<file path="src/logic/pcg_pkg.sv">
// Package of offsets, field positions and carrier types for clock gating.
package pcg_pkg;

    ////////////////////////////////////////////////////////////////////////
    // Register indices; byte address is four times the index.
    localparam logic [5:0] IDX_GATE0 = 6'h0C;
    localparam logic [5:0] IDX_GATE1 = 6'h0D;
    localparam logic [5:0] IDX_KEEP0 = 6'h0E;
    localparam logic [5:0] IDX_KEEP1 = 6'h0F;
    localparam logic [5:0] IDX_MODE  = 6'h20;
    localparam int         ADDR_LSB  = 2;
    localparam int         ADDR_W    = 8;

    ////////////////////////////////////////////////////////////////////////
    // Writable bits of each register and reset values.
    localparam logic [15:0] GATE0_MASK  = 16'hF47D;
    localparam logic [15:0] GATE1_MASK  = 16'h70FF;
    localparam logic [15:0] KEEP0_MASK  = 16'hF47D;
    localparam logic [15:0] KEEP1_MASK  = 16'h70FF;
    localparam logic [15:0] REG_RESET   = 16'h0000;

    ////////////////////////////////////////////////////////////////////////
    // Field positions in group 0 (enable and stop-keep share positions).
    localparam int BIT_COMPARATOR_B = 15;
    localparam int BIT_COMPARATOR_A = 14;
    localparam int BIT_ANALOG_OUT1  = 13;
    localparam int BIT_ANALOG_OUT0  = 12;
    localparam int BIT_ANALOG_CONV  = 10;
    localparam int BIT_TWO_WIRE     = 6;
    localparam int BIT_ASYNC_PORT1  = 5;
    localparam int BIT_ASYNC_PORT0  = 4;
    localparam int BIT_SYNC_PORT1   = 3;
    localparam int BIT_SYNC_PORT0   = 2;
    localparam int BIT_MODULATOR    = 0;

    // Field positions in group 1.
    localparam int BIT_INTERVAL_T2  = 14;
    localparam int BIT_INTERVAL_T1  = 13;
    localparam int BIT_INTERVAL_T0  = 12;
    localparam int BIT_TIMER_B_LO   = 4;
    localparam int BIT_TIMER_A_LO   = 0;

    // Mode register fields.
    localparam int BIT_MODE_STOP_REQ = 0;
    localparam int BIT_MODE_IN_STOP  = 1;

    ////////////////////////////////////////////////////////////////////////
    // Carriers.
    typedef struct packed {
        logic [15:0] grp1;
        logic [15:0] grp0;
    } pcg_pair_type;

    typedef enum logic {
        PCG_RUN,
        PCG_STOP
    } pcg_mode_type;

endpackage : pcg_pkg

</file>
<file path="src/logic/pcg_clock_gating.sv">
// Peripheral clock gating with Stop mode keep bits behind an APB slave.
//
// Contract
// [RULE1] Enable bit 10 gates converter clock.
// [RULE2] Enable bit 6 gates two-wire clock.
// [RULE3] Bits 5,4 gate async ports 1,0.
// [RULE4] Bits 3,2 gate sync ports 1,0.
// [RULE5] Enable bit 0 gates modulator clock.
// [RULE6] Software writes zero to bits 9-7, 1.
// [RULE7] Second register bits 14-12 gate interval timers.
// [RULE8] Bits 7-4 gate timer B channels.
// [RULE9] Bits 3-0 gate timer A channels.
// [RULE10] Software writes zero to bits 15, 11-8.
// [RULE11] Clocks stop in Stop unless keep set.
// [RULE12] Keep works only with enable also set.
// [RULE13] Interrupt from clocked peripheral wakes to Run.
// [RULE14] Disabled module ignores reads and writes.
// [RULE15] Software disables unkept peripherals before Stop.
// [RULE16] Software keeps few peripherals running in Stop.
// [RULE17] Keep bits 15-12: comparators, analog outputs.
// [RULE18] Keep bits 10,6,5,4,3 mapped as enables.
// [RULE19] Enable bits 15-12 gate comparators, analog outputs.
// [RULE20] Keep bits 2,0: sync port 0, modulator.
// [RULE21] All fields clear to zero on reset.
`timescale 1ns/1ps
module pcg_clock_gating
    import pcg_pkg::*;
(
    // Clock and reset.
    input  wire logic              core_clk,
    input  wire logic              sys_rst,
    // APB slave.
    input  wire logic              psel,
    input  wire logic              penable,
    input  wire logic              pwrite,
    input  wire logic [ADDR_W-1:0] paddr,
    input  wire logic [31:0]       pwdata,
    input  wire logic [3:0]        pstrb,
    output logic      [31:0]       prdata,
    output logic                   pready,
    output logic                   pslverr,
    // Stop request from the core.
    input  wire logic              stop_req,
    // Peripheral interrupts, group 1 high, group 0 low.
    input  wire pcg_pair_type      periph_irq,
    // Peripheral access selects from the bus fabric.
    input  wire pcg_pair_type      periph_sel,
    // Gated results.
    output pcg_pair_type           periph_clk_en,
    output pcg_pair_type           periph_sel_gated,
    output logic                   in_stop_mode
);

    ////////////////////////////////////////////////////////////////////////
    // Register storage.
    logic [15:0] peripheral_clock_gate_0;
    logic [15:0] peripheral_clock_gate_1;
    logic [15:0] stop_clock_keep_0;
    logic [15:0] stop_clock_keep_1;
    logic        stop_pulse;
    logic        in_stop;
    logic        pslverr_next_q;

    ////////////////////////////////////////////////////////////////////////
    // Address decode.
    wire         access;
    wire         wr_take;
    wire         rd_take;
    wire [5:0]   reg_idx;
    wire         hit_gate0;
    wire         hit_gate1;
    wire         hit_keep0;
    wire         hit_keep1;
    wire         hit_mode;
    wire         hit_any;
    wire         aligned;
    wire [15:0]  wr_lanes;
    wire [15:0]  wdata16;

    assign access    = psel & penable;
    assign wr_take   = access & pready & pwrite & ~pslverr_next_q;
    assign rd_take   = access & ~pready & ~pwrite;
    assign reg_idx   = paddr[ADDR_W-1:ADDR_LSB];
    assign aligned   = (paddr[ADDR_LSB-1:0] == 2'h0);
    assign hit_gate0 = aligned & (reg_idx == IDX_GATE0);
    assign hit_gate1 = aligned & (reg_idx == IDX_GATE1);
    assign hit_keep0 = aligned & (reg_idx == IDX_KEEP0);
    assign hit_keep1 = aligned & (reg_idx == IDX_KEEP1);
    assign hit_mode  = aligned & (reg_idx == IDX_MODE);
    assign hit_any   = hit_gate0 | hit_gate1 | hit_keep0 | hit_keep1 |
                       hit_mode;
    assign wr_lanes  = {{8{pstrb[1]}}, {8{pstrb[0]}}};
    assign wdata16   = pwdata[15:0];

    ////////////////////////////////////////////////////////////////////////
    // Merge a write into a register by byte lanes and writable mask.
    // Reserved bits are never stored, so they read back as zero even when
    // software ignores the advice to write zeros there.
    function automatic logic [15:0] merge16(
        input logic [15:0] old_val,
        input logic [15:0] new_val,
        input logic [15:0] lanes,
        input logic [15:0] mask
    );
        logic [15:0] take;
        take    = lanes & mask;
        merge16 = (old_val & ~take) | (new_val & take);
    endfunction : merge16

    wire [15:0] next_gate0;
    wire [15:0] next_gate1;
    wire [15:0] next_keep0;
    wire [15:0] next_keep1;

    assign next_gate0 = merge16(peripheral_clock_gate_0, wdata16, wr_lanes,
                                GATE0_MASK); // [RULE6]
    assign next_gate1 = merge16(peripheral_clock_gate_1, wdata16, wr_lanes,
                                GATE1_MASK); // [RULE10]
    assign next_keep0 = merge16(stop_clock_keep_0, wdata16, wr_lanes,
                                KEEP0_MASK);
    assign next_keep1 = merge16(stop_clock_keep_1, wdata16, wr_lanes,
                                KEEP1_MASK);

    ////////////////////////////////////////////////////////////////////////
    // Register writes.
    always_ff @(posedge core_clk or posedge sys_rst) begin
        if (sys_rst) begin
            peripheral_clock_gate_0 <= REG_RESET; // [RULE21]
            peripheral_clock_gate_1 <= REG_RESET;
            stop_clock_keep_0       <= REG_RESET;
            stop_clock_keep_1       <= REG_RESET;
        end else if (wr_take) begin
            if (hit_gate0) begin
                peripheral_clock_gate_0 <= next_gate0; // [RULE19]
            end
            if (hit_gate1) begin
                peripheral_clock_gate_1 <= next_gate1; // [RULE7]
            end
            if (hit_keep0) begin
                stop_clock_keep_0 <= next_keep0; // [RULE17] [RULE18]
            end
            if (hit_keep1) begin
                stop_clock_keep_1 <= next_keep1; // [RULE20]
            end
        end
    end

    ////////////////////////////////////////////////////////////////////////
    // Stop requests come from the core input or from the mode register.
    wire sw_stop;
    assign sw_stop = wr_take & hit_mode & pstrb[0] &
                     wdata16[BIT_MODE_STOP_REQ];

    always_ff @(posedge core_clk or posedge sys_rst) begin
        if (sys_rst) begin
            stop_pulse <= 1'b0;
        end else begin
            stop_pulse <= sw_stop | stop_req;
        end
    end

    ////////////////////////////////////////////////////////////////////////
    // Read mux.
    logic [15:0] rd_val;
    always_comb begin
        rd_val = 16'h0000;
        if (hit_gate0) begin
            rd_val = peripheral_clock_gate_0;
        end else if (hit_gate1) begin
            rd_val = peripheral_clock_gate_1;
        end else if (hit_keep0) begin
            rd_val = stop_clock_keep_0;
        end else if (hit_keep1) begin
            rd_val = stop_clock_keep_1;
        end else if (hit_mode) begin
            rd_val[BIT_MODE_IN_STOP] = in_stop;
        end
    end

    ////////////////////////////////////////////////////////////////////////
    // APB answer: one wait state. Data and error are loaded together with
    // pready so that the master samples stable values at the same edge.
    always_ff @(posedge core_clk or posedge sys_rst) begin
        if (sys_rst) begin
            pready         <= 1'b0;
            pslverr        <= 1'b0;
            pslverr_next_q <= 1'b0;
            prdata         <= 32'h0000_0000;
        end else if (access & ~pready) begin
            pready         <= 1'b1;
            pslverr        <= ~hit_any;
            pslverr_next_q <= ~hit_any;
            if (rd_take) begin
                prdata <= {16'h0000, rd_val};
            end
        end else begin
            pready         <= 1'b0;
            pslverr        <= 1'b0;
            pslverr_next_q <= 1'b0;
        end
    end

    ////////////////////////////////////////////////////////////////////////
    // Wake-up: only a peripheral whose clock still runs in Stop can raise
    // an interrupt, so the interrupt is qualified by enable and keep.
    wire [31:0] gate_all;
    wire [31:0] keep_all;
    wire        wake;

    assign gate_all = {peripheral_clock_gate_1, peripheral_clock_gate_0};
    assign keep_all = {stop_clock_keep_1, stop_clock_keep_0};
    assign wake     = |(periph_irq & gate_all & keep_all); // [RULE13]

    pcg_stop_ctrl u_stop (
        .core_clk (core_clk),
        .sys_rst  (sys_rst),
        .stop_go  (stop_pulse),
        .wake     (wake),
        .in_stop  (in_stop)
    );

    always_ff @(posedge core_clk or posedge sys_rst) begin
        if (sys_rst) begin
            in_stop_mode <= 1'b0;
        end else begin
            in_stop_mode <= in_stop;
        end
    end

    ////////////////////////////////////////////////////////////////////////
    // Gate bank: one lane per peripheral of both groups.
    wire [31:0] clk_en_all;
    wire [31:0] sel_all;

    pcg_gate_bank #(
        .WIDTH (32)
    ) u_bank (
        .core_clk (core_clk),
        .sys_rst  (sys_rst),
        .gate     (gate_all), // [RULE1] [RULE2] [RULE3] [RULE4] [RULE5]
        .keep     (keep_all), // [RULE8] [RULE9]
        .in_stop  (in_stop),
        .sel_in   (periph_sel),
        .clk_en   (clk_en_all),
        .sel_out  (sel_all)
    );

    assign periph_clk_en    = clk_en_all;
    assign periph_sel_gated = sel_all;

    ////////////////////////////////////////////////////////////////////////
    // Checks.
    a_conv_gate: assert property ( // [RULE1]
        @(posedge core_clk) disable iff (sys_rst)
        (!in_stop && peripheral_clock_gate_0[BIT_ANALOG_CONV]) |=>
        periph_clk_en.grp0[BIT_ANALOG_CONV])
        else $error("converter clock missing while enabled in Run");

    a_two_wire_off: assert property ( // [RULE2]
        @(posedge core_clk) disable iff (sys_rst)
        !peripheral_clock_gate_0[BIT_TWO_WIRE] |=>
        !periph_clk_en.grp0[BIT_TWO_WIRE])
        else $error("two-wire clock runs while disabled");

    a_async_pair: assert property ( // [RULE3]
        @(posedge core_clk) disable iff (sys_rst)
        !in_stop |=>
        periph_clk_en.grp0[BIT_ASYNC_PORT1:BIT_ASYNC_PORT0] ==
        $past(peripheral_clock_gate_0[BIT_ASYNC_PORT1:BIT_ASYNC_PORT0]))
        else $error("async port clocks do not follow their enables");

    a_sync_pair: assert property ( // [RULE4]
        @(posedge core_clk) disable iff (sys_rst)
        !in_stop |=>
        periph_clk_en.grp0[BIT_SYNC_PORT1:BIT_SYNC_PORT0] ==
        $past(peripheral_clock_gate_0[BIT_SYNC_PORT1:BIT_SYNC_PORT0]))
        else $error("sync port clocks do not follow their enables");

    a_mod_write: assert property ( // [RULE5]
        @(posedge core_clk) disable iff (sys_rst)
        (wr_take && hit_gate0 && pstrb[0] && !in_stop &&
         pwdata[BIT_MODULATOR]) |=> ##1 periph_clk_en.grp0[BIT_MODULATOR])
        else $error("modulator clock not on two cycles after enable write");

    a_timer_group: assert property ( // [RULE7] [RULE8] [RULE9]
        @(posedge core_clk) disable iff (sys_rst)
        !in_stop |=> periph_clk_en.grp1 == $past(peripheral_clock_gate_1))
        else $error("timer clocks do not follow second enable register");

    a_stop_kills: assert property ( // [RULE11]
        @(posedge core_clk) disable iff (sys_rst)
        in_stop |=> (periph_clk_en == ($past(gate_all) & $past(keep_all))))
        else $error("clock enables wrong in Stop mode");

    a_keep_needs_en: assert property ( // [RULE12]
        @(posedge core_clk) disable iff (sys_rst)
        in_stop |=>
        ((periph_clk_en & $past(keep_all) & ~$past(gate_all)) ==
         32'h0000_0000))
        else $error("keep bit alone supplied a clock");

    a_wake_run: assert property ( // [RULE13]
        @(posedge core_clk) disable iff (sys_rst)
        (in_stop && wake) |=> !in_stop ##1 !in_stop_mode)
        else $error("qualified interrupt did not return to Run");

    a_sel_blocked: assert property ( // [RULE14]
        @(posedge core_clk) disable iff (sys_rst)
        (periph_sel_gated & ~periph_clk_en) == 32'h0000_0000)
        else $error("access passed to a peripheral with no clock");

    a_reserved_zero: assert property ( // [RULE6] [RULE10]
        @(posedge core_clk) disable iff (sys_rst)
        ((peripheral_clock_gate_0 & ~GATE0_MASK) == 16'h0000) &&
        ((peripheral_clock_gate_1 & ~GATE1_MASK) == 16'h0000))
        else $error("reserved enable bit stored");

    a_cmp_gate: assert property ( // [RULE19]
        @(posedge core_clk) disable iff (sys_rst)
        !in_stop |=>
        periph_clk_en.grp0[BIT_COMPARATOR_B:BIT_ANALOG_OUT0] ==
        $past(peripheral_clock_gate_0[BIT_COMPARATOR_B:BIT_ANALOG_OUT0]))
        else $error("comparator or analog output clocks off their enables");

    // The keep bits only matter in Stop, so they are checked there alone.
    a_keep_hi_map: assert property ( // [RULE17]
        @(posedge core_clk) disable iff (sys_rst)
        in_stop |=>
        periph_clk_en.grp0[BIT_COMPARATOR_B:BIT_ANALOG_OUT0] ==
        $past(peripheral_clock_gate_0[BIT_COMPARATOR_B:BIT_ANALOG_OUT0] &
              stop_clock_keep_0[BIT_COMPARATOR_B:BIT_ANALOG_OUT0]))
        else $error("comparator or analog output keep bits misapplied");

    a_keep_lo_map: assert property ( // [RULE20]
        @(posedge core_clk) disable iff (sys_rst)
        in_stop |=>
        (periph_clk_en.grp0[BIT_SYNC_PORT0] ==
         $past(peripheral_clock_gate_0[BIT_SYNC_PORT0] &
               stop_clock_keep_0[BIT_SYNC_PORT0])) &&
        (periph_clk_en.grp0[BIT_MODULATOR] ==
         $past(peripheral_clock_gate_0[BIT_MODULATOR] &
               stop_clock_keep_0[BIT_MODULATOR])))
        else $error("sync port 0 or modulator keep bit misapplied");

    a_stop_entry: assert property ( // [RULE11]
        @(posedge core_clk) disable iff (sys_rst)
        (stop_pulse && !in_stop && !wake) |=> in_stop)
        else $error("stop request did not enter Stop mode");

    a_apb_answer: assert property ( // [RULE21]
        @(posedge core_clk) disable iff (sys_rst)
        (access && !pready) |=> pready ##1 !pready)
        else $error("APB answer not exactly one wait state");

endmodule : pcg_clock_gating

</file>
<file path="src/logic/pcg_stop_ctrl.sv">
// Run and Stop mode sequencer with peripheral wake-up.
`timescale 1ns/1ps
module pcg_stop_ctrl
    import pcg_pkg::*;
(
    // Clock and reset.
    input  wire logic core_clk,
    input  wire logic sys_rst,
    // Mode requests.
    input  wire logic stop_go,
    input  wire logic wake,
    // Mode state.
    output logic      in_stop
);

    pcg_mode_type mode;
    pcg_mode_type next_mode;

    ////////////////////////////////////////////////////////////////////////
    // A wake in the same cycle as a stop request keeps the system running,
    // so an interrupt is never swallowed by the mode change.
    always_comb begin
        next_mode = mode;
        case (mode)
            PCG_RUN: begin
                if (stop_go && !wake) begin
                    next_mode = PCG_STOP;
                end
            end
            PCG_STOP: begin
                if (wake) begin
                    next_mode = PCG_RUN; // [RULE13]
                end
            end
            default: begin
                next_mode = PCG_RUN;
            end
        endcase
    end

    always_ff @(posedge core_clk or posedge sys_rst) begin
        if (sys_rst) begin
            mode <= PCG_RUN;
        end else begin
            mode <= next_mode;
        end
    end

    assign in_stop = (mode == PCG_STOP);

endmodule : pcg_stop_ctrl

</file>
<file path="src/logic/pcg_gate_bank.sv">
// Registered per-peripheral clock enables and access gating.
`timescale 1ns/1ps
module pcg_gate_bank
    import pcg_pkg::*;
#(
    parameter int WIDTH = 32
) (
    // Clock and reset.
    input  wire logic             core_clk,
    input  wire logic             sys_rst,
    // Controls.
    input  wire logic [WIDTH-1:0] gate,
    input  wire logic [WIDTH-1:0] keep,
    input  wire logic             in_stop,
    // Peripheral access selects.
    input  wire logic [WIDTH-1:0] sel_in,
    // Results.
    output logic      [WIDTH-1:0] clk_en,
    output logic      [WIDTH-1:0] sel_out
);

    generate
        if (WIDTH < 1) begin : g_bad_width
            $error("pcg_gate_bank needs at least one lane");
        end
    endgenerate

    ////////////////////////////////////////////////////////////////////////
    // The enable is registered so that each gated clock sees a clean,
    // glitch-free level; the cost is one cycle of latency after a write.
    genvar g;
    generate
        for (g = 0; g < WIDTH; g++) begin : g_lane
            wire lane_on;
            assign lane_on = gate[g] & (~in_stop | keep[g]); // [RULE12]
            always_ff @(posedge core_clk or posedge sys_rst) begin
                if (sys_rst) begin
                    clk_en[g]  <= 1'b0;
                    sel_out[g] <= 1'b0;
                end else begin
                    clk_en[g]  <= lane_on; // [RULE11]
                    sel_out[g] <= sel_in[g] & lane_on; // [RULE14]
                end
            end
        end
    endgenerate

endmodule : pcg_gate_bank

</file>
<file path="config.mk">
export PLATFORM = sky130hd
export DESIGN_NAME = pcg_clock_gating
export DESIGN_NICKNAME = d
export VERILOG_FILES = /design/src/logic/pcg_pkg.sv /design/src/logic/pcg_clock_gating.sv /design/src/logic/pcg_stop_ctrl.sv /design/src/logic/pcg_gate_bank.sv
export SDC_FILE = /design/constraint.sdc
export NUM_CORES = 1
export LEC_CHECK = 0
export BUFFER_PORTS_ARGS = -buffer_cell sky130_fd_sc_hd__buf_4
export CAP_MARGIN = 15
export CORE_MARGIN = 2
export CORE_UTILIZATION = 35
export DETAILED_ROUTE_END_ITERATION = 10
export GPL_TIMING_DRIVEN = 0
export SETUP_SLACK_MARGIN = 0.2
export SYNTH_ARGS = -nofsm -noshare
export SYNTH_HDL_FRONTEND = slang
export SYNTH_SLANG_ARGS = --single-unit
</file>
<file path="constraint.sdc">
create_clock -name core_clk -period 6.1 [get_ports core_clk]
set_clock_uncertainty 0.2 [all_clocks]
set_input_delay 1.22 -clock core_clk [delete_from_list [all_inputs] [get_ports core_clk]]
set_output_delay 1.22 -clock core_clk [all_outputs]
set_load 0.1 [all_outputs]
</file>
==> Yosys cells after proc, flatten, opt, wreduce, memory -nomap -nowiden <==
Cells that the tools add are included.
{ "classes": {"n_eq_ne": 5, "muxes": 12, "n_bitwise": 134, "n_reduce_logical": 9} }
{ "ops": {"columns": ["op", "n"], "rows": [
  ["bitwise AND 16 bit", 5],
  ["bitwise AND 1 bit", 78],
  ["bitwise AND 32 bit", 2],
  ["bitwise OR 16 bit", 4],
  ["2-to-1 mux 16 bit", 3],
  ["bitwise OR 1 bit", 37],
  ["OR reduction 32 bit", 1],
  ["== test 6 x 4 -> 1 bit (second input constant)", 4],
  ["bitwise AND 16 x 15 -> 16 bit", 1],
  ["NOT 15 -> 16 bit", 1],
  ["NOT 16 bit", 1],
  ["2-to-1 mux 14 bit", 1],
  ["AND reduction 2 bit", 5],
  ["2-to-1 mux 1 bit", 7],
  ["== test 6 bit (second input constant)", 1],
  ["NOT 1 bit", 5],
  ["logical NOT 2 bit", 1],
  ["case mux 1 bit (2 select lines)", 1],
  ["logical AND 1 bit", 1],
  ["logical NOT 1 bit", 1]
]} }
{ "totals": {"register_bits": 149, "in_bits": 114, "output_inout_bits": 99, "wordCells": 234} }

==> Longest topological paths before layout <==
{ "logic_depth": {"ltp_word": 8, "ltp_mapped": 6} }

==> Modules after synthesis <==
Synthesis repeated with hierarchy kept, for this count alone.
{ "unflattened": {"cells_unflattened": 390, "area_unflattened_um2": 5260.0} }
{ "modules_own_cells": {"columns": ["mod", "n_inst", "cells_per_inst", "area_per_inst_um2", "seq_area_each_um2"], "rows": [
  ["pcg_clock_gating", 1, 223, 2992.9, 1526.5],
  ["pcg_gate_bank", 1, 164, 2228.4, 1601.5],
  ["pcg_stop_ctrl", 1, 3, 38.8, 25.0]
]} }

==> Least setup slack after synthesis <==
Ideal clock, no wire load.
{ "synth_timing": {"path_type": "input-to-reg", "from": "input port paddr[2]", "to": "register (tool-made name)", "setup_ns": 0.125, "t_arrival_ns": 2.652, "required_ns": 5.775, "path_slack_ns": 3.123, "stages": 6, "n_path_buf": 2, "path_cell_list": "buf_6 or4_4 nor3_2 and3_1 buf_4 mux2_2"} }
{ "synth_lines": {"columns": ["item", "line", "source"], "rows": [
  ["from (decl)", "pcg_clock_gating.sv:36", "input wire logic [ADDR_W-1:0] paddr,"]
]} }

==> flow_summary_export.csv <==
group,metric,value,unit
die,die_w,120,um
power,p_leak,3.33,nW
logic_synthesis,ys_seq_elements,106,
worst_setup_path,setup.worst_path.start,"paddr[6]",
final_layout,seq_area,2650,um2
detailed_routing,drt_iter0_drc,104,
worst_setup_path,worst_ep_required_time,6140,ps
worst_setup_path,worst_setup_path_start_kind,"input port",
clock_tree,cts_setup_buffers,0,
global_routing,grt_pass1_wl,18400,um
placed_design,dp_hpwl,8990,um
detailed_routing,firstDrtPassIters,4,
detailed_routing,ant_nets,0,
logic_synthesis,seq_area_frac_synth,0.564,
final_layout,multi_input_area,1750,um2
timing,grt_setup_unrepaired,"false",
global_routing,grt_pass1_vias,3385,
worst_setup_path,r2r_start,"pready",
timing,drv_slew,0,
placed_design,portBuffers,131,
power,power.total,0.00154,W
final_layout,layout-drive-gt1-share,0.437,
die,die-area,14400,um2
min_path,hold_start,"prdata[12]",
timing,finalSetupViolations,0,
worst_setup_path,worstPathArrival,2960,ps
logic_synthesis,netlist_area,4710,um2
worst_setup_path,r2r_slack,3970,ps
min_path,hp-class,"register to register",
die,start_util,0.357,
logic_synthesis,netlist_instances,384,
logic_synthesis,synth_warnings,0,
global_routing,grt_antenna_before_repair,0,
clock_tree,numCtsBuffers,9,
final_layout,antenna_cells,0,
global_routing,grt_use_total,0.172,
detailed_routing,viasPerCell,4.53,
worst_setup_path,criticalPathCategory,"input port to register",
timing,hold_slack,274,ps
logic_synthesis,ys.flop_type,"dfrtp_1",
clock_tree,cts_tree,"built",
global_routing,grt_max_degree,69,
run_status,status,"finished clean",
logic_synthesis,async_reset_ff_frac,1.00,
timing,slew_headroom,0.535,
clock_tree,cts_resized,0,
timing,worst_slew_pin_slew,698,ps
logic_synthesis,syn-mean-instance-area,12.3,um2
power,ir_drop,152,uV
flow_run,maxCapViolCount,0,
timing,min_period,2920,ps
clock_tree,path_clk_slew,70,ps
power,power_density,241,nW/um2
min_path,holdPathEnd,"prdata[12]",
worst_setup_path,ff2ff_path_depth,4,
timing,max_freq,342,MHz
global_routing,grt_overflow_total,0,
detailed_routing,drcViolationCount,0,
timing,finalHoldViolCount,0,
worst_setup_path,crit_fanout,8,
timing,fin_tns_setup,0,ps
clock_tree,clk_latency,350,ps
clock_tree,clk_path_buf_depth,2,
die,ios,213,
die,num_rows,42,
die,core-area,13200,um2
logic_synthesis,synth_edf_count,0,
worst_setup_path,endpoint_kind,"register",
logic_synthesis,synth_cell_types,43,
timing,fin_crit_sh,0.479,
clock_tree,cts_hold_buf,0,
min_path,hold_depth,2,
clock_tree,cts_root_buffer,"clkbuf_16",
final_layout,num-fill-cells,1228,
detailed_routing,wl_per_cell,16.0,um
clock_tree,h-tree-depth,3,
die,dieHeight,120,um
detailed_routing,wl,11900,um
placed_design,finalWeightedCongestion,0.795,
final_layout,syn2layout_area_growth,36.0,%
detailed_routing,vias,3378,
final_layout,final_nets,679,
clock_tree,clock_sinks,106,
[stage by stage]
step            util  std cells  instance area, um2  worst slack (ps)
2_1_floorplan      -        422                4850              1890
3_3_place_gp   0.459        729                6050               692
6_report       0.485        746                6400              3180
3_5_place_dp   0.461        730                6080              2850
5_1_grt        0.485        746                6400              3090
4_1_cts        0.485        746                6400              3220
[worst max-delay path by stage]
stage,to,slack (ps),depth (start not counted)
3_5_place_dp,register,2850,5
5_1_grt,register,3090,5
4_1_cts,register,3220,5
3_3_place_gp,u_bank.sel_out[30],690,2
2_1_floorplan,async pin,1890,1
6_report,register,3180,5
[layout make-up]
type / instances / area share
Timing Repair Buffer: 132 / 0.158
Sequential cell: 106 / 0.414
Clock buffer: 10 / 0.0358
Inverter: 24 / 0.0145
Tap cell: 176 / 0.0344
Multi-Input combinational cell: 242 / 0.274
Buffer: 50 / 0.0549
Clock inverter: 6 / 0.0139
[where the power goes]
part | switching, W | internal [W] | leakage [nW] | total (W)
registers | 0.00000133 | 0.000704 | 1.47 | 0.000705
logic | 0.000153 | 0.0000562 | 1.71 | 0.000209
clock network | 0.000267 | 0.000361 | 0.149 | 0.000628
total | 0.000421 | 0.00112 | 3.33 | 0.00154
[critical path: stages]
cell and delay [ps]:
buf_4 110, or3_1 420, nor4_2 370, nand2_1 420
mux2_2 410
[synth_stat cells, types with 2 or more instances]
| cell type | n | share of area |
|---|---|---|
| nor4_1 | 2 | 0.0027 |
| nand3_1 | 14 | 0.015 |
| buf_2 | 2 | 0.0021 |
| dfrtp_1 | 106 | 0.56 |
| mux4_2 | 3 | 0.014 |
| and3_1 | 10 | 0.013 |
| nand2_1 | 27 | 0.022 |
| a21boi_0 | 22 | 0.035 |
| mux4_1 | 3 | 0.017 |
| nor2_1 | 2 | 0.0016 |
| clkbuf_1 | 5 | 0.0040 |
| nand4_1 | 4 | 0.0053 |
| and2_1 | 23 | 0.031 |
| buf_4 | 41 | 0.065 |
| nor3_2 | 2 | 0.0043 |
| nand2_2 | 2 | 0.0027 |
| o211ai_1 | 6 | 0.0096 |
| o21ai_1 | 3 | 0.0032 |
| nand2b_1 | 2 | 0.0027 |
| mux2_2 | 43 | 0.10 |
| a31oi_1 | 10 | 0.013 |
| o21ai_0 | 7 | 0.0074 |
| mux2i_1 | 2 | 0.0043 |
| inv_1 | 24 | 0.019 |
[kinds of logic after synthesis]
family	share of synthesized area
simple gates	0.124
compound gates	0.0739
flops	0.564
buf+inv	0.0939
mux	0.144
other cells	0.000797
[cells in the final DEF (no fill, tap or decap), types with 3 or more instances in the layout]
cell and n:
a21boi_0 22, a31oi_1 10, and2_1 23, and3_1 10, buf_4 172, clkbuf_1 6, clkbuf_16 9, conb_1 39
dfrtp_1 106, inv_1 23, mux2_2 43, mux4_1 3, mux4_2 3, nand2_1 27, nand3_1 14, nand4_1 4
o211ai_1 6, o21ai_0 7, o21ai_1 3
[layer usage]
layer,GRT usage,vias to the layer above,wire (um)
met4,0.0809,0,238
met3,0.0423,18,865
met2,0.266,123,5660
met1,0.227,1620,5160
li1,-,1617,-
met5,0,-,0
(Power assumes the default switching activity.)
